### config.mk
export PLATFORM = sky130hd
export DESIGN_NAME = two_wire_master
export DESIGN_NICKNAME = d
export VERILOG_FILES = /design/src/two_wire_master_pkg.sv /design/src/byte_skid_buffer.sv /design/src/two_wire_master.sv
export VERILOG_INCLUDE_DIRS = /design/src
export SDC_FILE = /design/constraint.sdc
export NUM_CORES = 1
export LEC_CHECK = 0
export ABC_CLOCK_PERIOD_IN_PS = 6150
export BUFFER_PORTS_ARGS = -buffer_cell sky130_fd_sc_hd__buf_4
export CORE_UTILIZATION = 30
export CTS_BUF_LIST = sky130_fd_sc_hd__clkbuf_4 sky130_fd_sc_hd__clkbuf_8
export DETAILED_ROUTE_END_ITERATION = 6
export PLACE_DENSITY = 0.49
export RECOVER_POWER = 25
export SYNTH_ARGS = -nofsm -noshare
export SYNTH_HDL_FRONTEND = slang
export SYNTH_HIERARCHICAL = 1
export SYNTH_SLANG_ARGS = --single-unit
### constraint.sdc
create_clock -name clock -period 6.15 [get_ports clock]
set_input_delay 1.23 -clock clock [delete_from_list [all_inputs] [get_ports clock]]
set_output_delay 1.23 -clock clock [all_outputs]
set_load 0.01 [all_outputs]
### src/two_wire_master_map.svh
/*
  Register offsets, field positions, reset values and bus timing counts
  of the two-wire master. Assumes a 200 MHz clock and byte addressing.
*/
`ifndef TWO_WIRE_MASTER_MAP_SVH
`define TWO_WIRE_MASTER_MAP_SVH

`define CLK_MHZ              200
`define OFF_TASK_RX          12'h000
`define OFF_TASK_TX          12'h008
`define OFF_TASK_STOP        12'h014
`define OFF_STATUS           12'h600
`define OFF_ERROR_SOURCE     12'h4C4
`define OFF_ENABLE           12'h500
`define OFF_CLOCK_PSEL       12'h508
`define OFF_DATA_PSEL        12'h50C
`define OFF_RECEIVE_BYTE     12'h518
`define OFF_TRANSMIT_BYTE    12'h51C
`define OFF_BIT_RATE         12'h524
`define OFF_SLAVE_ADDRESS    12'h588
`define PSEL_RESET           32'hFFFFFFFF
`define PSEL_CONNECT_BIT     31
`define PSEL_PORT_BIT        5
`define RATE_RESET           32'h04000000
`define RATE_100K_CODE       32'h01980000
`define RATE_250K_CODE       32'h04000000
`define RATE_400K_CODE       32'h06680000
`define ENABLE_ON            4'h5
`define ERR_OVERRUN_BIT      0
`define ERR_ADDR_NACK_BIT    1
`define ERR_DATA_NACK_BIT    2
`define START_LAT_NS         1500
`define START_LAT_CYC        ((`START_LAT_NS * `CLK_MHZ) / 1000)
`define HD_STA_100_NS        10000
`define HD_STA_250_NS        4000
`define HD_STA_400_NS        2500
`define SU_STO_100_NS        5000
`define SU_STO_250_NS        2000
`define SU_STO_400_NS        1250
`define BUF_100_NS           5800
`define BUF_250_NS           2700
`define BUF_400_NS           2100
`define NS2CYC(ns)           (((ns) * `CLK_MHZ + 999) / 1000)
`define HALF_100_NS          5000
`define HALF_250_NS          2000
`define HALF_400_NS          1250

`endif

### src/two_wire_master_pkg.sv
/*
  Types shared by the two-wire master files.
  Assumes the map header is compiled alongside.
*/
package two_wire_master_pkg;
  typedef enum logic [3:0] {
    ST_IDLE  = 4'b0000,
    ST_LAT   = 4'b0001,
    ST_START = 4'b0010,
    ST_LOW   = 4'b0011,
    ST_HIGH  = 4'b0100,
    ST_ACK_L = 4'b0101,
    ST_ACK_H = 4'b0110,
    ST_STO_L = 4'b0111,
    ST_STO_H = 4'b1000,
    ST_BUF   = 4'b1001
  } bus_state_t;
endpackage

### src/byte_skid_buffer.sv
/*
  Two-entry buffer with valid/ready on both sides.
  Assumes one clock and an asynchronous active-low reset.
*/
`timescale 1ns/1ps
module byte_skid_buffer #(
  parameter int WIDTH = 8
) (
  input  wire logic             clock,     // system clock
  input  wire logic             resetn,    // async reset, active low
  input  wire logic             inValid,   // writer has a word
  output logic                  inReady,   // space free
  input  wire logic [WIDTH-1:0] inData,    // word in
  output logic                  outValid,  // word available
  input  wire logic             outReady,  // reader takes it
  output logic      [WIDTH-1:0] outData    // oldest word
);
  logic [WIDTH-1:0] mem_q [2];
  logic [WIDTH-1:0] mem_d [2];
  logic             rdPtr_q, rdPtr_d, wrPtr_q, wrPtr_d;
  logic [1:0]       count_q, count_d;
  logic             push, pop;

  always_comb begin
    push     = inValid && (count_q != 2'h2);
    pop      = outValid && outReady;
    mem_d    = mem_q;
    wrPtr_d  = wrPtr_q;
    rdPtr_d  = rdPtr_q;
    if (push) begin
      mem_d[wrPtr_q] = inData;
      wrPtr_d        = ~wrPtr_q;
    end
    if (pop) begin
      rdPtr_d = ~rdPtr_q;
    end
    count_d = count_q + {1'b0, push} - {1'b0, pop};
  end

  always_ff @(posedge clock or negedge resetn) begin
    if (!resetn) begin
      mem_q[0] <= '0;
      mem_q[1] <= '0;
      rdPtr_q  <= 1'b0;
      wrPtr_q  <= 1'b0;
      count_q  <= 2'h0;
    end else begin
      mem_q    <= mem_d;
      rdPtr_q  <= rdPtr_d;
      wrPtr_q  <= wrPtr_d;
      count_q  <= count_d;
    end
  end

  assign inReady  = (count_q != 2'h2);
  assign outValid = (count_q != 2'h0);
  assign outData  = mem_q[rdPtr_q];
endmodule // byte_skid_buffer

### src/two_wire_master.sv
/*
  Two-wire master: registers over Avalon-MM and bus START/STOP timing.
  Assumes external pull-ups and slaves that do not stretch the clock.
*/
// Chosen here: the Avalon-MM register port.
// How it works
// [RULE_01] bit 31 of each pin-select register set means disconnected.
// [RULE_02] pin-select holds pin 0..31 in bits 4:0 and port in bit 5.
// [RULE_03] bit-rate codes pick 100, 250 or 400 kbps timing.
// [RULE_04] slave address register at 0x588, low seven bits on the bus.
// [RULE_05] bus activity begins about 1.5 us after a start task.
// [RULE_06] START is held at least the hold time for the chosen rate.
// [RULE_07] clock stays high at least the setup time before STOP.
// [RULE_08] bus stays free at least the buffer time after STOP.
// [RULE_09] enable value 5 turns on, anything else leaves it off.
// [RULE_10] overrun, address NACK and data NACK flags clear by write one.
`timescale 1ns/1ps
`include "two_wire_master_map.svh"
module two_wire_master (
  input  wire logic        clock,            // 200 MHz system clock
  input  wire logic        resetn,           // async reset, active low
  input  wire logic [11:0] address,          // byte address
  input  wire logic        read,             // read request
  input  wire logic        write,            // write request
  input  wire logic [31:0] writedata,        // write data
  input  wire logic [3:0]  byteenable,       // byte lanes
  output logic      [31:0] readdata,         // read data
  output logic             waitrequest,      // high until answered
  input  wire logic        sclIn,            // clock line level
  output logic             sclOutEn_n,       // low pulls clock line low
  input  wire logic        sdaIn,            // data line level
  output logic             sdaOutEn_n,       // low pulls data line low
  output logic      [6:0]  clockPin,         // port and pin of clock
  output logic      [6:0]  dataPin           // port and pin of data
);
  // pins carry {disconnected, port, pin[4:0]}
  typedef two_wire_master_pkg::bus_state_t st_t;
  localparam st_t ST_IDLE  = two_wire_master_pkg::ST_IDLE;
  localparam st_t ST_LAT   = two_wire_master_pkg::ST_LAT;
  localparam st_t ST_START = two_wire_master_pkg::ST_START;
  localparam st_t ST_LOW   = two_wire_master_pkg::ST_LOW;
  localparam st_t ST_HIGH  = two_wire_master_pkg::ST_HIGH;
  localparam st_t ST_ACK_L = two_wire_master_pkg::ST_ACK_L;
  localparam st_t ST_ACK_H = two_wire_master_pkg::ST_ACK_H;
  localparam st_t ST_STO_L = two_wire_master_pkg::ST_STO_L;
  localparam st_t ST_STO_H = two_wire_master_pkg::ST_STO_H;
  localparam st_t ST_BUF   = two_wire_master_pkg::ST_BUF;

  st_t         st_q, st_d;
  logic [15:0] cnt_q, cnt_d;
  logic [3:0]  bitN_q, bitN_d;
  logic [7:0]  sh_q, sh_d;
  logic        isRx_q, isRx_d, addrPh_q, addrPh_d, stopReq_q, stopReq_d;
  logic        scl_q, scl_d, sda_q, sda_d;
  logic [2:0]  err_q, err_d;
  logic [3:0]  en_q, en_d;
  logic [31:0] cps_q, cps_d, dps_q, dps_d, rate_q, rate_d;
  logic [7:0]  txb_q, txb_d;
  logic [6:0]  sadr_q, sadr_d;
  logic [31:0] rd_q, rd_d;
  logic        ack_q, ack_d;
  logic        wait_q, wait_d;
  logic [6:0]  cpin_q, cpin_d, dpin_q, dpin_d;
  logic        enabled, wr, rdAcc, bufInReady, bufOutValid, popRx, pushRx;
  logic [7:0]  bufOut;

  function automatic logic [15:0] ns_cyc(input int ns);
    ns_cyc = 16'(`NS2CYC(ns));
  endfunction

  // rate-dependent timing; unknown codes fall back to 250 kbps
  function automatic logic [15:0] pick(input logic [31:0] r,
                                       input int a, input int b,
                                       input int c);
    if (r == `RATE_100K_CODE) pick = ns_cyc(a);
    else if (r == `RATE_400K_CODE) pick = ns_cyc(c);
    else pick = ns_cyc(b);
  endfunction

  logic [15:0] tHalf, tHdSta, tSuSto, tBuf;

  always_comb begin
    // reload value: a phase lasts the count plus one cycle
    tHalf  = pick(rate_q, `HALF_100_NS, `HALF_250_NS,
                  `HALF_400_NS) - 16'h1;                             // [RULE_03]
    tHdSta = pick(rate_q, `HD_STA_100_NS, `HD_STA_250_NS,
                  `HD_STA_400_NS);                                   // [RULE_06]
    tSuSto = pick(rate_q, `SU_STO_100_NS, `SU_STO_250_NS,
                  `SU_STO_400_NS);                                   // [RULE_07]
    tBuf   = pick(rate_q, `BUF_100_NS, `BUF_250_NS, `BUF_400_NS);    // [RULE_08]
  end

  assign enabled = (en_q == `ENABLE_ON);                             // [RULE_09]
  // writes land on the edge that samples waitrequest low
  assign wr      = write && ack_q;
  assign rdAcc   = read && !ack_q;
  assign popRx   = rdAcc && address == `OFF_RECEIVE_BYTE;

  // register side
  always_comb begin
    en_d   = en_q;
    cps_d  = cps_q;
    dps_d  = dps_q;
    rate_d = rate_q;
    txb_d  = txb_q;
    sadr_d = sadr_q;
    rd_d   = rd_q;
    ack_d  = (read || write) && !ack_q;
    if (wr && byteenable[0]) begin
      unique case (address)
        `OFF_ENABLE:        en_d   = writedata[3:0];
        `OFF_TRANSMIT_BYTE: txb_d  = writedata[7:0];
        `OFF_SLAVE_ADDRESS: sadr_d = writedata[6:0];                 // [RULE_04]
        default: ;
      endcase
    end
    if (wr && address == `OFF_CLOCK_PSEL) cps_d = writedata;         // [RULE_01]
    if (wr && address == `OFF_DATA_PSEL)  dps_d = writedata;
    if (wr && address == `OFF_BIT_RATE)   rate_d = writedata;
    if (rdAcc) begin
      unique case (address)
        `OFF_ERROR_SOURCE:  rd_d = {29'h0, err_q};
        `OFF_ENABLE:        rd_d = {28'h0, en_q};
        `OFF_CLOCK_PSEL:    rd_d = cps_q;
        `OFF_DATA_PSEL:     rd_d = dps_q;
        `OFF_RECEIVE_BYTE:  rd_d = {24'h0, bufOutValid ? bufOut : 8'h00};
        `OFF_TRANSMIT_BYTE: rd_d = {24'h0, txb_q};
        `OFF_BIT_RATE:      rd_d = rate_q;
        `OFF_SLAVE_ADDRESS: rd_d = {25'h0, sadr_q};
        `OFF_STATUS:        rd_d = {27'h0, bufOutValid, st_q};
        default:            rd_d = 32'h00000000;
      endcase
    end
    wait_d = !ack_d;
    // disabled block leaves both signals on no pin
    cpin_d = {cps_q[`PSEL_CONNECT_BIT] | ~enabled,
              cps_q[`PSEL_PORT_BIT], cps_q[4:0]}; // [RULE_01] [RULE_02]
    dpin_d = {dps_q[`PSEL_CONNECT_BIT] | ~enabled,
              dps_q[`PSEL_PORT_BIT], dps_q[4:0]}; // [RULE_01] [RULE_02]
  end

  // bus side
  always_comb begin
    st_d      = st_q;
    cnt_d     = cnt_q;
    bitN_d    = bitN_q;
    sh_d      = sh_q;
    isRx_d    = isRx_q;
    addrPh_d  = addrPh_q;
    stopReq_d = stopReq_q;
    scl_d     = scl_q;
    sda_d     = sda_q;
    err_d     = err_q;
    pushRx    = 1'b0;
    if (wr && address == `OFF_ERROR_SOURCE)
      err_d = err_q & ~writedata[2:0];                               // [RULE_10]
    if (wr && address == `OFF_TASK_STOP) stopReq_d = 1'b1;
    if (cnt_q != 16'h0) cnt_d = cnt_q - 16'h1;
    unique case (st_q)
      ST_IDLE: begin
        scl_d = 1'b1;
        sda_d = 1'b1;
        stopReq_d = 1'b0;
        if (enabled && wr && (address == `OFF_TASK_RX ||
                              address == `OFF_TASK_TX)) begin
          isRx_d = (address == `OFF_TASK_RX);
          cnt_d  = 16'(`START_LAT_CYC);                              // [RULE_05]
          st_d   = ST_LAT;
        end
      end
      ST_LAT: if (cnt_q == 16'h0) begin
        sda_d = 1'b0;
        cnt_d = tHdSta;                                              // [RULE_06]
        st_d  = ST_START;
      end
      ST_START: if (cnt_q == 16'h0) begin
        scl_d    = 1'b0;
        sh_d     = {sadr_q, isRx_q};
        addrPh_d = 1'b1;
        bitN_d   = 4'h0;
        cnt_d    = tHalf;
        st_d     = ST_LOW;
      end
      ST_LOW: begin
        if (cnt_q == tHalf - 16'h1)
          sda_d = (isRx_q && !addrPh_q) ? 1'b1 : sh_q[7];
        if (cnt_q == 16'h0) begin
          scl_d = 1'b1;
          cnt_d = tHalf;
          st_d  = ST_HIGH;
        end
      end
      ST_HIGH: if (cnt_q == 16'h0) begin
        scl_d  = 1'b0;
        sh_d   = {sh_q[6:0], sdaIn};
        bitN_d = bitN_q + 4'h1;
        cnt_d  = tHalf;
        st_d   = (bitN_q == 4'h7) ? ST_ACK_L : ST_LOW;
      end
      ST_ACK_L: begin
        if (cnt_q == tHalf - 16'h1)
          sda_d = (isRx_q && !addrPh_q) ? stopReq_q : 1'b1;
        if (cnt_q == 16'h0) begin
          scl_d = 1'b1;
          cnt_d = tHalf;
          st_d  = ST_ACK_H;
        end
      end
      ST_ACK_H: if (cnt_q == 16'h0) begin
        scl_d  = 1'b0;
        bitN_d = 4'h0;
        cnt_d  = tHalf;
        st_d   = ST_LOW;
        if (isRx_q && !addrPh_q) begin
          pushRx = 1'b1;
          if (!bufInReady) err_d[`ERR_OVERRUN_BIT] = 1'b1;           // [RULE_10]
        end
        if (!isRx_q || addrPh_q) begin
          if (sdaIn) begin
            if (addrPh_q) err_d[`ERR_ADDR_NACK_BIT] = 1'b1;          // [RULE_10]
            else err_d[`ERR_DATA_NACK_BIT] = 1'b1;
            st_d = ST_STO_L;
          end
          sh_d = txb_q;
        end
        addrPh_d = 1'b0;
        if (stopReq_q) st_d = ST_STO_L;
      end
      ST_STO_L: begin
        if (cnt_q == tHalf - 16'h1) sda_d = 1'b0;
        if (cnt_q == 16'h0) begin
          scl_d = 1'b1;
          cnt_d = tSuSto;                                            // [RULE_07]
          st_d  = ST_STO_H;
        end
      end
      ST_STO_H: if (cnt_q == 16'h0) begin
        sda_d = 1'b1;
        cnt_d = tBuf;                                                // [RULE_08]
        st_d  = ST_BUF;
      end
      ST_BUF: if (cnt_q == 16'h0) st_d = ST_IDLE;
      default: st_d = ST_IDLE;
    endcase
    if (!enabled) st_d = ST_IDLE;
  end

  always_ff @(posedge clock or negedge resetn) begin
    if (!resetn) begin
      st_q      <= two_wire_master_pkg::ST_IDLE;
      cnt_q     <= 16'h0000;
      bitN_q    <= 4'h0;
      sh_q      <= 8'h00;
      isRx_q    <= 1'b0;
      addrPh_q  <= 1'b0;
      stopReq_q <= 1'b0;
      scl_q     <= 1'b1;
      sda_q     <= 1'b1;
      err_q     <= 3'h0;
      en_q      <= 4'h0;
      cps_q     <= `PSEL_RESET;
      dps_q     <= `PSEL_RESET;
      rate_q    <= `RATE_RESET;
      txb_q     <= 8'h00;
      sadr_q    <= 7'h00;
      rd_q      <= 32'h00000000;
      ack_q     <= 1'b0;
      wait_q    <= 1'b1;
      cpin_q    <= 7'h7F;
      dpin_q    <= 7'h7F;
    end else begin
      st_q      <= st_d;
      cnt_q     <= cnt_d;
      bitN_q    <= bitN_d;
      sh_q      <= sh_d;
      isRx_q    <= isRx_d;
      addrPh_q  <= addrPh_d;
      stopReq_q <= stopReq_d;
      scl_q     <= scl_d;
      sda_q     <= sda_d;
      err_q     <= err_d;
      en_q      <= en_d;
      cps_q     <= cps_d;
      dps_q     <= dps_d;
      rate_q    <= rate_d;
      txb_q     <= txb_d;
      sadr_q    <= sadr_d;
      rd_q      <= rd_d;
      ack_q     <= ack_d;
      wait_q    <= wait_d;
      cpin_q    <= cpin_d;
      dpin_q    <= dpin_d;
    end
  end

  // received bytes; a full buffer drops the byte and flags overrun
  byte_skid_buffer #(.WIDTH(8)) rxBuf (
    .clock    (clock),
    .resetn   (resetn),
    .inValid  (pushRx),
    .inReady  (bufInReady),
    .inData   (sh_q),
    .outValid (bufOutValid),
    .outReady (popRx),
    .outData  (bufOut)
  );

  assign readdata    = rd_q;
  assign waitrequest = wait_q;
  assign sclOutEn_n  = scl_q;
  assign sdaOutEn_n  = sda_q;
  assign clockPin    = cpin_q;                               // [RULE_01]
  assign dataPin     = dpin_q;                               // [RULE_02]
endmodule // two_wire_master

======== Word-level counts from Yosys, hierarchy flattened ========
Index checks and enable logic that the tools add are counted.
W data, S select, Z words.
word-level totals
  register bits after elaboration ......... 223
  bits of input ports ..................... 54
  output and inout port bits .............. 49
  logic and storage cells ................. 208
operators by class
  $add $sub $neg .......................... 6
  order comparisons ....................... 3
  equal/unequal tests ..................... 48
  muxes and demuxes ....................... 68
  bitwise operators ....................... 9
  reductions and logical operators ........ 48
operators by type and width
  operator                 number
  $pmux W32 S9             1
  $mux W16                 7
  $eq A12 B11 Y1 const B   9
  $pmux W16 S5             1
  $mux W8                  9
  $mux W4                  13
  $sub A16 B1 Y16 const B  3
  $pmux W4 S10             1
  $eq A32 B25 Y1 const B   1
  $eq A32 B27 Y1 const B   1
  $ne A3 B3 Y1 const B     10
  $eq A4 B3 Y1 const B     6
  $pmux W8 S3              1
  $mux W11                 2
  $mux W10                 2
  $ne A2 B2 Y1 const B     10
  $mux W3                  6
  $bwmux W16               1
  $eq A16 B16 Y1           1
  $logic_and A1 B1 Y1      16
  $logic_not A16 Y1        1
  $mux W1                  16
  $reduce_bool A16 Y1      1
  $eq A12 B4 Y1 const B    1
  other kinds (37)         62

======== Logic depth before layout (Yosys ltp) ========
Gate-level depths: netlist (run 1).
  depth after elaboration ................. 8
  depth in mapped cells ................... 11
  mapped depth without buffers ............ 11

======== Cells and area by module ========
The synthesis (run 1) kept the hierarchy.
modules (own cells, without submodules)
  module            instances  cells each  area each (µm²)  sequential area each (µm²)
  two_wire_master   1          878         9,857.0          5,182.5
  byte_skid_buffer  1          60          972.2            500.5

======== Worst setup path after synthesis (run 1) ========
No wires, ideal clock.
  path kind ............................... input-to-reg
  start ................................... input port address[5]
  end ..................................... register txb_q[0]
  library setup time ...................... 125 ps
  arrival time ............................ 3,133 ps
  data required time ...................... 6,025 ps
  setup slack ............................. 2,892 ps
  stages .................................. 6
  buffers on the path ..................... 2
  cell sequence ........................... buf_2 > or4b_2 > nor4_4 > and3_1 > buf_2 > mux2_2
on the way
  cells in the longest elaborated chain, start to end .. 2
RTL lines
  element                             line                    text
  start, declared                     two_wire_master.sv:22   input wire logic [11:0] address,
  $eq A12 B11 Y1                      two_wire_master.sv:110  unique case (address)
  $reduce_and A2 Y1 (no source line)  --
  end signal, assigned                two_wire_master.sv:286  txb_q <= txb_d;
  end, declared                       two_wire_master.sv:58   logic [7:0] txb_q, txb_d;
No other way between the ends.
A chain may end at the register's enable or synchronous reset.

======== Final worst setup path (run 1) ========
  start ................................... input port address[9]
  end ..................................... register cps_q[28]
on the way
  cells in the longest elaborated chain, start to end .. 2
RTL lines
  element                               line                    text
  $eq A12 B11 Y1                        --
  $logic_and A1 B1 Y1 (no source line)  --
  end signal, assigned                  two_wire_master.sv:261  cps_q <= `PSEL_RESET;
  end signal, assigned                  two_wire_master.sv:283  cps_q <= cps_d;
  end, declared                         two_wire_master.sv:57   logic [31:0] cps_q, cps_d, dps_q, dps_d, rate_q, rate_d;
No other way between the ends.

==> results by stage, run 1 <==
STA:
- The worst-case clock skew is 0.0415 ns.
- Setup repair after global routing left no endpoint under its margin.
- After routing, the total negative slack on setup checks comes to 0 ns.
- Static timing analysis puts the maximum clock frequency at 279 MHz.
- The final setup violation count is 0.
- The final hold violation count is 0.
- The number of pins exceeding their max-slew limit in the final report came to 116.
- The shortest clock period the worst path allows after layout is 3.58 ns.
- Dividing the final minimum period by the clock period gives 0.583.
- The worst-margin pin slew is 2.89 ns.
- The remaining max-slew budget at the tightest pin is -0.927.

GRT:
- Entering global routing, the biggest net connects 116 pins.
- Global routing finished with a remaining overflow of 0.
- In the global route stage, overall resource usage came out at 0.169.
- The number of antenna violations at the first check in global routing is 2.
- The number of global-route vias before repair was 8135.
- The first global-routing pass estimated 48100 µm of wire.

Worst setup path:
- The critical-path cell with the highest stage delay is and2_2.
- At the worst endpoint, the required time is 6.61 ns.
- The largest stage delay on the critical path is 0.87 ns.
- Along the worst path, the maximum fanout reaches 32.
- The count of buffering cells on the critical path with inverters included is 2.
- For the worst flop-to-flop path, the logic depth is 10.
- The worst setup path is launched from an input port.
- STA classifies the critical path endpoint as a flop.
- In this run the number of cells on the critical path is 7.
- The setup check on the worst reg-to-reg path leaves a slack of 2.72 ns.
- The critical path goes through buf_4, nor4bb_1, nand2_1, nor3_4, buf_4, and2_2, mux2_2.
- The cell that appears most often on the critical path is buf_4.
- The kind of cell with the highest combined delay along the critical path is simple AND/OR/NAND/NOR gates.
- The type of the worst setup path is in -> reg.
- STA puts the critical path data arrival time at 4.05 ns.

Clock tree:
- The clock-pin slew reported for the worst setup and hold paths after clock tree synthesis is 0.06 ns.
- The clock tree from TritonCTS is done.
- Once the clock tree was built, the resizer swapped 0 gates to a different size.
- Clock tree synthesis found a total of 223 sinks.
- The count of buffers added by post-CTS timing repair for setup is 0.
- The clock buffer count from CTS is 41.
- The clock tree root driver cell is clkbuf_8.
- The clock passes through at most 3 buffers.
- In this run the number of H-tree levels came out at 2.
- The source-to-sink clock delay at the later pin of the worst-skew pair is 0.56 ns.
- The number of buffers inserted for hold repair after clock tree synthesis is 0.

Routing:
- The final routed DRC violation total is 0.
- For this block, the routed nets add up to 30200 µm of wire.
- The total via count in the routed design is 7846.
- Using the TritonRoute via totals, the vias-per-cell ratio works out to 5.12.
- Before antenna repair, the detailed router went through 5 iterations.
- After the first detailed-routing iteration, the DRC count stood at 339.
- After detailed routing, the average wire length per cell comes to 19.7 µm.
- The final antenna-violating net count is 0.

Cells and area:
- The layout-stage area growth over the synthesis result is 18.8%.
- The share of layout cells above drive strength 1 is 0.388.
- The non-filler instance count after layout is 1533.
- Summing all flip-flop and latch instances after layout gives 0.00568 mm².
- Once layout is complete, the utilization of the core stands at 0.362.
- The net count reported at finish is 1099.
- Fill cells in the final layout number 3581.
- The footprint of the multi-input gates is 0.00487 mm².

Yosys:
- The total of warnings raised by yosys is 6.
- The post-synthesis instance total is 938.
- The dominant synthesized flop cell is dfrtp_1.
- The fraction of synthesis flops using an asynchronous set or reset pin is 1.00.
- In this run, distinct cell masters in the synthesized netlist total 78.
- The number of flops mapped to enable cells by yosys is 0.
- After synthesis the netlist holds a flip-flop and latch count of 223.
- The share of the Yosys chip area taken by registers is 0.525.
- The cell area after synthesis is 0.0108 mm².
- The number of nets in the synthesized netlist is 999.
- Averaged over all synthesized cells, the footprint is 11.5 µm².

Pwr:
- Total power for the finished layout comes to 3050 µW.
- The static leakage power is 0.00559 µW.
- The power density of the placed cells is 237 mW/mm².
- VDD sags by at most 131 µV.

Placement:
- The HPWL after detailed placement is 20400 µm.
- The routability congestion estimate is 0.783.
- The placed cell count is 1456.
- The number of port buffers is 98.

Hold path:
- Along the worst hold path, the cell count comes to 0.
- The path type of the worst min-delay path is reg -> reg.

Floorplan:
- The floorplan step defined a die boundary enclosing 0.0369 mm².
- The I/O pin count is 103.
- The die boundary width is 192 µm.
- The floorplan has 69 rows.
- The die outline height is 192 µm.
- The initial cell density of the core is 0.304.
- After floorplanning, the core was sized to cover 0.0356 mm².

Status:
- The final reports fail on max-capacitance violations, max-slew violations.
- The run finished, with violations left.

Run:
- The number of maximum-capacitance violations is 1.
[per-stage QoR]
stage | hold slack, ns | area (µm²) | setup slack [ns]
2_1_floorplan | 0.358 | 10800 | 2.89
3_3_place_gp | 0.361 | 12000 | 2.01
3_5_place_dp | 0.364 | 12000 | 2.01
4_1_cts | 0.371 | 12900 | 2.56
5_1_grt | 0.386 | 12900 | 2.01
6_report | 0.380 | 12900 | 2.57
[state kept, by name, summed over array words and instances, names as in the netlist, 3 cells and up]
| signal | count |
|---|---|
| en_q | 4 |
| dps_q | 32 |
| err_q | 3 |
| cps_q | 32 |
| txb_q | 8 |
| sadr_q | 7 |
| rxBuf/mem_q | 16 |
| rate_q | 32 |
| readdata | 32 |
| cnt_q | 16 |
| clockPin | 7 |
| sh_q | 8 |
| dataPin | 7 |
| bitN_q | 4 |
| st_q | 4 |
[final timing paths]
| path | start | end |
|---|---|---|
| worst max-delay path | address[9] | cps_q[28]$_DFFE_PN1P_ |
| worst min-delay path | dps_q[1]$_DFFE_PN1P_ | dataPin[1]$_DFF_PN1_ |
| worst max register to register | st_q[3]$_DFFE_PN0P_ | rxBuf/count_q[1]$_DFF_PN0_ |
| worst min register to register | dps_q[1]$_DFFE_PN1P_ | dataPin[1]$_DFF_PN1_ |
| max in group asynchronous | resetn | readdata[10]$_DFFE_PN0P_ |
| min in group asynchronous | resetn | rate_q[21]$_DFFE_PN0P_ |
[area by class of cell]
type / instances / area share
inverters: 13 / 0.00379
multi-input cells: 650 / 0.378
repair buffers: 109 / 0.0631
flip-flops and latches: 223 / 0.442
well taps: 461 / 0.0448
clock buffers: 68 / 0.0640
clock inverters: 5 / 0.00321
diodes: 4 / 0.000778
[cell usage after synthesis, types with 3 or more instances]
cell / count / area share
clkbuf_1: 28 / 0.0097
o31ai_1: 4 / 0.0028
mux2i_1: 24 / 0.022
inv_1: 13 / 0.0045
or4_1: 3 / 0.0021
a22oi_1: 6 / 0.0042
ha_1: 7 / 0.0081
nor2b_1: 7 / 0.0040
dfrtp_1: 141 / 0.33
a2bb2oi_1: 3 / 0.0024
a22o_1: 13 / 0.011
and2_1: 9 / 0.0052
a221o_1: 3 / 0.0028
and3_1: 5 / 0.0029
nor3_1: 16 / 0.0074
a31oi_1: 11 / 0.0064
nand3b_1: 3 / 0.0021
nor4b_1: 6 / 0.0049
mux2_4: 16 / 0.022
nand3_1: 12 / 0.0055
o211ai_1: 4 / 0.0028
nand2_1: 90 / 0.031
a222oi_1: 15 / 0.014
xor2_1: 6 / 0.0049
a21o_1: 9 / 0.0062
mux2_1: 6 / 0.0062
a21oi_1: 42 / 0.019
o21ai_0: 62 / 0.029
dfstp_2: 82 / 0.20
nand2b_1: 8 / 0.0046
nand4_1: 7 / 0.0040
nor4_1: 14 / 0.0081
o22ai_1: 3 / 0.0017
mux2_2: 116 / 0.12
xnor2_1: 8 / 0.0065
or3_1: 6 / 0.0035
nor3_2: 6 / 0.0055
or2_2: 7 / 0.0040
buf_2: 11 / 0.0051
a221oi_1: 5 / 0.0040
nor2_1: 43 / 0.015
buf_4: 9 / 0.0062
o2bb2ai_1: 3 / 0.0024
[cells in the final DEF (no fill, tap or decap), types with 7 or more instances in the layout]
| master | Yosys | final |
|---|---|---|
| nor2b_1 | 7 | 7 |
| xnor2_1 | 8 | 8 |
| mux2i_1 | 24 | 24 |
| a222oi_1 | 15 | 15 |
| mux2_2 | 116 | 116 |
| clkbuf_4 | 0 | 18 |
| buf_4 | 9 | 107 |
| or2_2 | 7 | 7 |
| dfstp_1 | 0 | 12 |
| a21o_1 | 9 | 9 |
| a22o_1 | 13 | 13 |
| clkbuf_8 | 0 | 50 |
| ha_1 | 7 | 7 |
| and2_1 | 9 | 8 |
| nand3_1 | 12 | 12 |
| nor2_1 | 43 | 43 |
| nor3_1 | 16 | 16 |
| inv_1 | 13 | 13 |
| a21oi_1 | 42 | 42 |
| o21ai_0 | 62 | 62 |
| nor4_1 | 14 | 14 |
| dfstp_2 | 82 | 70 |
| nand2b_1 | 8 | 8 |
| mux2_4 | 16 | 16 |
| nand4_1 | 7 | 7 |
| a31oi_1 | 11 | 11 |
| nand2_1 | 90 | 90 |
| dfrtp_1 | 141 | 141 |
[power by group]
group | switching (µW) | internal (µW)
combinational | 71.0 | 32.4
clock | 621 | 844
sequential | 1.98 | 1480
total | 694 | 2350
[logic make-up (layout without fill, tap and decap cells)]
| kind of cell | Yosys count | count (layout) | share of synthesized area |
|---|---|---|---|
| buffers and inverters | 65 | 195 | 0.0283 |
| adders and majority gates | 8 | 8 | 0.00901 |
| and+or+nand+nor | 267 | 267 | 0.134 |
| AOI/OAI and AO/OA | 199 | 199 | 0.122 |
| muxes | 162 | 162 | 0.171 |
| DFF | 223 | 223 | 0.525 |
| xor gates and xnor gates | 14 | 14 | 0.0113 |
| other | 0 | 4 | 0 |
[routing by layer]
metal  GRT usage  part of all wire
met5           0                 0
met4      0.0500             0.022
met2       0.266              0.47
met3      0.0400             0.054
met1       0.229              0.46
Note: power is estimated with default switching activity, not from simulation.
==> run 2: changes to the inputs <==
- ABC_AREA: unset -> 1
- ABC_CLOCK_PERIOD_IN_PS: 6150 -> 3350
- clock period: 6.15 -> 3.35 ns (I/O delays scaled with it)
==> run 2 against run 1 <==
- the flow still finishes with violations (max-capacitance violations, max-slew violations)
- critical path depth is 7 higher
- power is 90% higher
- global-route usage is 0.15 points higher
- final area is 3.0% higher
- count of clock-buffer cells in the layout is 6 higher
- synthesized area is 2.5% higher
- worst hold slack worse by 0.0033 ns
- largest power group is now the clock network
==> results by stage, run 2 <==
Routing:
- In the final routed layout, each cell accounts on average for 16.0 µm.
- The first detailed-routing pass ran for 5 iterations.
- The total via count in the routed design is 9174.
- The via count normalized by instance count is 4.66.
- For this block, the routed nets add up to 31500 µm of wire.
- The first routing iteration left 565 violations.
- The final routed DRC violation total is 0.
- The final antenna-violating net count is 0.

Clock tree:
- The H-tree level count is 2.
- The clock tree from TritonCTS is done.
- In this run the clock root is driven by a clkbuf_8.
- After clock tree synthesis, the clock-pin slew on the worst setup and hold paths is 0.06 ns.
- At the later pin of the worst-skew pair, clock insertion delay measures 0.57 ns.
- The count of buffers added by post-CTS timing repair for setup is 0.
- For this design, the CTS-stage hold fixing added 0 buffers.
- Gates resized during post-CTS repair numbered 0.
- In this run, CTS created clock tree buffers numbering 42.
- The clock passes through at most 3 buffers.
- The number of clock sinks seen by CTS is 223.

Floorplan:
- Measured along the y axis, the die boundary spans 194 µm.
- Pin placement for this block handled 103 I/O pins.
- The die is 194 µm wide.
- The core region area is 0.0365 mm².
- The area of the die is 0.0378 mm².
- For this configuration, the core starts out at a cell density of 0.304.
- Row generation in the floorplan step produced 70 rows.

Status:
- The checks that failed: max-capacitance violations, max-slew violations.
- The flow ran to the end, but the final reports show violations.

Yosys:
- In the synthesized netlist the async set-or-reset flop fraction comes to 1.00.
- The most common cell in the synthesized netlist is nand2_1.
- Of the post-synthesis cell area, the dominant cell type holds 0.318.
- After synthesis the netlist holds a flip-flop and latch count of 223.
- For this run, the leading register cell type out of synthesis is dfrtp_1.
- The cell area after synthesis is 0.0111 mm².
- The number of distinct library cells after synthesis is 54.
- The post-synthesis sequential area ratio is 0.512.
- Synthesis produced a netlist with a net count of 1412.
- Ranked by total cell area, the synthesized netlist is headed by dfrtp_1 (32%), dfstp_2 (19%), nand2_1 (16%).
- Yosys printed 6 warnings.
- The average footprint of a synthesized cell is 8.21 µm².
- The synthesized design spends more area on one cell type than any other, namely dfrtp_1.
- The post-synthesis instance total is 1351.
- The number of flops mapped to enable cells by yosys is 0.
- Counting instances in the post-synthesis netlist gives the leading cell types as nand2_1 (467), o21ai_0 (143), dfrtp_1 (141), inv_1 (126), nor2_1 (84).

Cells and area:
- The library cell used most frequently in the layout, excluding fill and tap cells, is nand2_1.
- The footprint of the multi-input gates is 0.00463 mm².
- The count of cells in the finished layout, fillers not included, comes to 1968.
- In the final layout, the share of cells above drive strength 1 is 0.230.
- In the layout the commonest cells are nand2_1 (465), o21ai_0 (143), dfrtp_1 (141), inv_1 (126), buf_4 (114).
- The total area of sequential cells is 0.00568 mm².
- Compared with the post-synthesis result, the final layout area differs by 19.4%.
- The total of fill cells in the finished design is 3815.
- The post-layout instance area is 0.0132 mm².
- After the last flow step, the layout net total stands at 1527.

STA:
- The final hold violation count was 0.
- Of the available clock period, the critical path in the final layout requires 0.770.
- The tightest hold path in the finished design has a slack of 0.377 ns.
- For the pin with the worst max-slew slack, the measured transition is 2.12 ns.
- Setup violations remaining at the end of the flow were counted as 0.
- The worst-case clock skew is 0.0215 ns.
- Static timing analysis puts the maximum clock frequency at 388 MHz.
- In this run the tightest slew margin relative to its limit is -0.411.
- For the finished layout, the period the worst path requires is 2.58 ns.
- Setup repair after global routing left no endpoint under its margin.
- The number of pins exceeding their max-slew limit in the final report was 83.
- The setup TNS after final layout is 0 ns.

Worst setup path:
- The startpoint type of the worst setup path is a flop.
- The number of cells on the worst reg-to-reg path is 14.
- The worst-path maximum fanout is 8.
- The end of the worst register-to-register path is rxBuf/count_q[1]$_DFF_PN0_.
- At the worst endpoint, the arrival time is 3.04 ns.
- The worst setup path is captured at a flop.
- The type of the worst setup path is reg -> reg.
- For flop-to-flop paths, the worst setup slack is 0.77 ns.
- The required time of the critical path is 3.81 ns.
- The worst reg2reg path startpoint is cnt_q[0]$_DFF_PN0_.

Pwr:
- The worst ir drop on vdd is 200 µV.
- The analysis attributes to cell leakage a power of 0.00609 µW.
- The power density of the placed cells is 436 mW/mm².

Placement:
- The congestion estimate from routability-driven global placement came to 0.871.
- The post-detailed-placement cell area is 0.0123 mm².
- The placed cell count is 1890.
- The HPWL after detailed placement is 22200 µm.
- In this run the tool buffered the top-level ports with 98 buffer cells.

GRT:
- For this run the aggregate overflow at the end of global routing stands at 0.
- The pin count of the biggest net entering global routing is 84.
- The number of antenna violations at the first check in global routing is 1.
- The first global-routing pass estimated 51100 µm of wire.
- The total global-route track usage is 0.170.
- The number of global-route vias before repair came to 9290.

Hold path:
- In this run the most critical hold path is launched from writedata[14].
- The path class of the tightest hold or removal check is in -> reg.
- Counting instances, the worst hold path has a depth of 3.
- The worst hold path terminates at cps_q[14]$_DFFE_PN1P_.

Run:
- The number of maximum-capacitance violations is 1.
==> run 2: worst max-delay path, stage by stage, from the launching register on <==
cell and delay [ns]:
dfrtp_1 0.42, inv_1 0.15, ha_1 0.22, nand2_1 0.08
nor2_2 0.15, nand4_4 0.19, inv_2 0.19, nand2_1 0.15
nor2_1 0.18, nand2_1 0.11, ha_1 0.30, inv_1 0.04
ha_1 0.18, nand3_1 0.08, nand2_1 0.05
==> run 2: cell type report <==
type                            instances  share of cell area
Multi-Input combinational cell        936               0.349
Inverter                              147              0.0420
Sequential cell                       223               0.429
Clock inverter                          3             0.00179
Tap cell                              468              0.0442
Clock buffer                           74              0.0670
Timing Repair Buffer                  116              0.0665
Antenna cell                            1            0.000189
==> run 2: worst max path at each step <==
stage / startpoint / to / slack (ns) / cells after the start
finish: cnt_q[0]$_DFF_PN0_ / rxBuf/count_q[1]$_DFF_PN0_ / 0.77 / 14
global route: cnt_q[0]$_DFF_PN0_ / rxBuf/count_q[1]$_DFF_PN0_ / 0.57 / 14
CTS: cnt_q[0]$_DFF_PN0_ / rxBuf/count_q[1]$_DFF_PN0_ / 0.76 / 14
detailed placement: address[1] / rxBuf/count_q[1]$_DFF_PN0_ / 0.54 / 14
global placement: address[1] / rxBuf/count_q[1]$_DFF_PN0_ / 0.55 / 14
floorplan: cnt_q[0]$_DFF_PN0_ / rxBuf/count_q[1]$_DFF_PN0_ / 1.09 / 15
==> run 2: power breakdown <==
part           total [µW]  internal [µW]  switching, µW  leakage (µW)
Sequential           2730           2710           15.9       0.00275
Clock                2830           1660           1180      0.000488
Combinational         216           65.4            151       0.00285
Total                5780           4430           1340       0.00609
==> run 2: through the flow <==
step                utilization  total power (µW)  worst slack (ns)
finish                    0.363              5780             0.770
detailed placement        0.338              3000             0.536
global placement          0.338              3000             0.554
floorplan                     -              2840              1.09
CTS                       0.363              5880             0.761
global route              0.363              6000             0.569
==> run 2: per-layer routing <==
layer | routed length [µm] | vias up | global-route usage
met3 | 1390 | 47 | 0.0293
met1 | 15000 | 4345 | 0.232
met4 | 644 | 0 | 0.0488
li1 | - | 4605 | -
met2 | 14500 | 177 | 0.277
met5 | 0 | - | 0
==> run 2: cells by family (layout without fill, tap and decap cells) <==
| kind of cell | Yosys count | count (layout) | share of synthesized area |
|---|---|---|---|
| buffers and inverters | 192 | 340 | 0.0717 |
| adder cells (fa/ha/maj) | 7 | 7 | 0.00789 |
| AND/OR/NAND/NOR | 674 | 674 | 0.272 |
| multiplexers | 2 | 2 | 0.00180 |
| other | 0 | 1 | 0 |
| AO/OA/AOI/OAI | 243 | 243 | 0.127 |
| XOR/XNOR | 10 | 10 | 0.00789 |
| flip-flops | 223 | 223 | 0.512 |
==> run 3: changes to the inputs <==
- ABC_AREA: 1 -> 0
- ABC_CLOCK_PERIOD_IN_PS: 3350 -> 2600
- clock period: 3.35 -> 2.6 ns (I/O delays scaled with it)
==> run 3 against run 2 <==
- the run still ends with max-capacitance violations, max-slew violations left
- power is 25% higher
- worst hold slack worse by 0.15 ns
- count of clock-buffer cells in the layout fell by 3
- maximum frequency up 2.9%
- cell count is 18% lower
- via count fell by 10%
- wire length fell by 0.87%
- final area rose by 3.0%
- flip-flop and latch count unchanged
- critical path depth is 4 lower
- critical path type unchanged
- highest routed layer unchanged
==> results by stage, run 3 (synthesis gave the netlist of run 1 again) <==
STA:
- The number of pins exceeding their max-slew limit in the final report was 74.
- In the finished design, the share of the clock period the worst path needs comes to 0.964.
- Hold is met by 0.227 ns.
- Setup repair after global routing could not meet its margin everywhere.
- The worst-case clock skew is 0.0261 ns.
- The final hold violation count is 0.
- After layout, the worst setup slack is 0.0925 ns.
- The maximum clock frequency is 399 MHz.
- The remaining max-slew budget at the tightest pin is -0.190.
- Setup violations remaining at the end of the flow were counted as 0.
- The worst-margin pin slew is 1.79 ns.
- The worst path in the final design needs a cycle of 2.51 ns, including I/O delays and setup.

Worst setup path:
- The startpoint type of the worst setup path is a flop.
- STA puts the critical path data required time at 3.02 ns.
- Traced cell by cell, the critical path runs through or4_4, nor2_4, nand4_1, nor3_2, nand2_1, ha_1, inv_1, ha_2, xnor2_2, xnor2_1.
- The worst-path maximum fanout is 5.
- The critical-path cell with the highest stage delay is or4_4.
- STA puts the critical path data arrival time at 2.93 ns.
- The critical path in this run is classified as reg -> reg.
- The sort of element at the end of the critical path is a flop.
- In this design, the stage delay of the slowest critical-path cell is 0.59 ns.

GRT:
- Entering global routing, the biggest net connects 76 pins.
- The number of antenna violations at the first check in global routing is 1.
- The first global-routing pass estimated 49300 µm of wire.
- Across every metal layer, demand over resource in global routing totals 0.173.
- The total grt overflow is 0.
- The number of global-route vias before repair is 8413.

Hold path:
- In this run the worst hold path is classified as in -> reg.

Routing:
- The count of nets left with antenna violations once routing finished came out at 0.
- The routed design has 31200 µm of wire.
- The violation count after the first detailed-route iteration is 503.
- Using the TritonRoute via totals, the vias-per-cell ratio works out to 5.10.
- The length of the first detailed-routing pass in iterations is 5.
- The total via count in the routed design is 8228.
- After detailed routing, the average wire length per cell comes to 19.3 µm.
- The final routed DRC violation total is 0.

Placement:
- The placed cell count is 1538.
- Input and output buffers added on the ports amount to 98.
- The routability congestion estimate is 0.805.
- Once detailed placement completed, the half-perimeter wirelength came to 21800 µm.
- The worst setup slack after placement is -0.268 ns.

Floorplan:
- The die covers 0.0369 mm².
- The I/O pin count is 103.
- The die boundary width is 192 µm.
- The floorplan has 69 rows.
- The core region area is 0.0356 mm².
- From bottom edge to top edge, the die measures 192 µm.
- The initial utilization of the core area, before any placement, comes to 0.304.

Cells and area:
- The final design utilization is 0.384.
- For this run, the number of standard cells in the final layout without fillers is 1614.
- The most common library cell in the layout ignoring fill and taps is buf_4.
- From synthesis to final layout, the design area changed by 26.0%.
- Leaving out fill and tap cells, the most frequent cells in the layout are buf_4 (177), dfrtp_1 (141), mux2_2 (116), nand2_1 (90), dfstp_2 (70).
- The layout has 3544 filler cells.
- The net count reported at finish is 1182.
- The share of layout cells above drive strength 1 is 0.438.

Pwr:
- Total power for the finished layout comes to 7220 µW.
- The power share of the clock group is 0.477.
- In this run the static leakage power is 0.00604 µW.
- The internal power of the cells totals 5580 µW.
- Across the VDD grid, the largest voltage drop is 295 µV.
- The switching share of power is 0.227.
- Of the total power, registers draw 0.484.
- The combinational share of power is 0.039.
- The power density of the placed cells is 529 mW/mm².
- The switching power summed over all nets is 1640 µW.

Clock tree:
- The clock reaches the later pin of the worst-skew pair after 0.54 ns.
- The clock-pin slew reported for the worst setup and hold paths after clock tree synthesis is 0.07 ns.
- The longest clock path from root to sink contains 3 buffers.
- TritonCTS built the clock tree.
- The H-tree level count is 2.
- Buffers inserted during clock tree synthesis total 41.
- The number of setup buffers added after CTS is 0.
- Clock tree synthesis selected as its root buffer the cell clkbuf_8.
- CTS saw 223 sinks.

Status:
- The run finished, with violations left.
- The checks that failed: max-capacitance violations, max-slew violations.

Run:
- The tool flagged a number of max-cap violations equal to 1.
==> run 3: cell count changes in the layout (fill, tap and decap cells not counted), sizes merged, moves of 11 or more <==
cell    change
a21oi      +21
mux2i      +22
nand2     -389
mux2      +138
o21ai      -96
buf        +75
nor4       +11
inv       -130
nand4      -20
o211ai     -25
nor2       -61
nand3      -26
a222oi     +15
==> run 3: final cells by class <==
class | count | area, µm² | area share
Sequential cell | 223 | 5680 | 0.417
Multi-Input combinational cell | 650 | 4910 | 0.360
Timing Repair Buffer | 192 | 1580 | 0.116
Clock buffer | 71 | 827 | 0.0606
Tap cell | 461 | 577 | 0.0423
Inverter | 13 | 48.8 | 0.00358
Clock inverter | 3 | 18.8 | 0.00138
Antenna cell | 1 | 2.50 | 0.000183
==> run 3: power groups by stage <==
stage                     logic, µW  clock network [µW]  registers [µW]
after floorplan                58.4                   0            3550
after global placement          288                   0            3550
after detailed placement        289                   0            3550
after CTS                       292                3540            3490
after global routing            310                3720            3490
final                           280                3440            3490
==> run 3: stage by stage <==
step / cell area, µm² / TNS [ns]
2_1_floorplan: 10800 / 0
3_3_place_gp: 12800 / -1.41
3_5_place_dp: 12800 / -1.83
4_1_cts: 13600 / 0
5_1_grt: 13600 / -0.0532
6_report: 13600 / 0
==> run 3: worst paths after layout <==
path | start | to | slack, ns | depth (start not counted)
min reg2reg | dps_q[4]$_DFFE_PN1P_ | dataPin[4]$_DFF_PN1_ | 0.38 | 0
max reg2reg | cnt_q[9]$_DFF_PN0_ | rxBuf/count_q[1]$_DFF_PN0_ | 0.09 | 10
max | cnt_q[9]$_DFF_PN0_ | rxBuf/count_q[1]$_DFF_PN0_ | 0.09 | 10
min in group asynchronous | resetn | readdata[9]$_DFFE_PN0P_ | 0.99 | 2
min | writedata[7] | rate_q[7]$_DFFE_PN0P_ | 0.23 | 2
max in group asynchronous | resetn | dps_q[15]$_DFFE_PN1P_ | 0.30 | 3
==> run 3: timing repair <==
item,in CTS,in global routing
gates resized for setup,0,6
endpoints found under the hold margin,30,0
endpoints found under the setup margin,0,4
hold buffers,1,0
==> run 3: metal layers <==
metal  routed length, µm  track usage  share of wire  vias to the layer above
li1                    -            -              -                     3842
met1               14800        0.242           0.47                     4160
met2               14300        0.268           0.46                      195
met3                1580       0.0393          0.051                       31
met4                 559       0.0482          0.018                        0
met5                   0            0              0                        -
==> run 3: critical path, delay by kind of cell, from the launching register on <==
kind                     cells  cell delay, ns
flip-flops                   1            0.39
XOR/XNOR                     2            0.25
buffers and inverters        1            0.04
AND/OR/NAND/NOR              5            1.26
adder cells (fa/ha/maj)      2            0.46
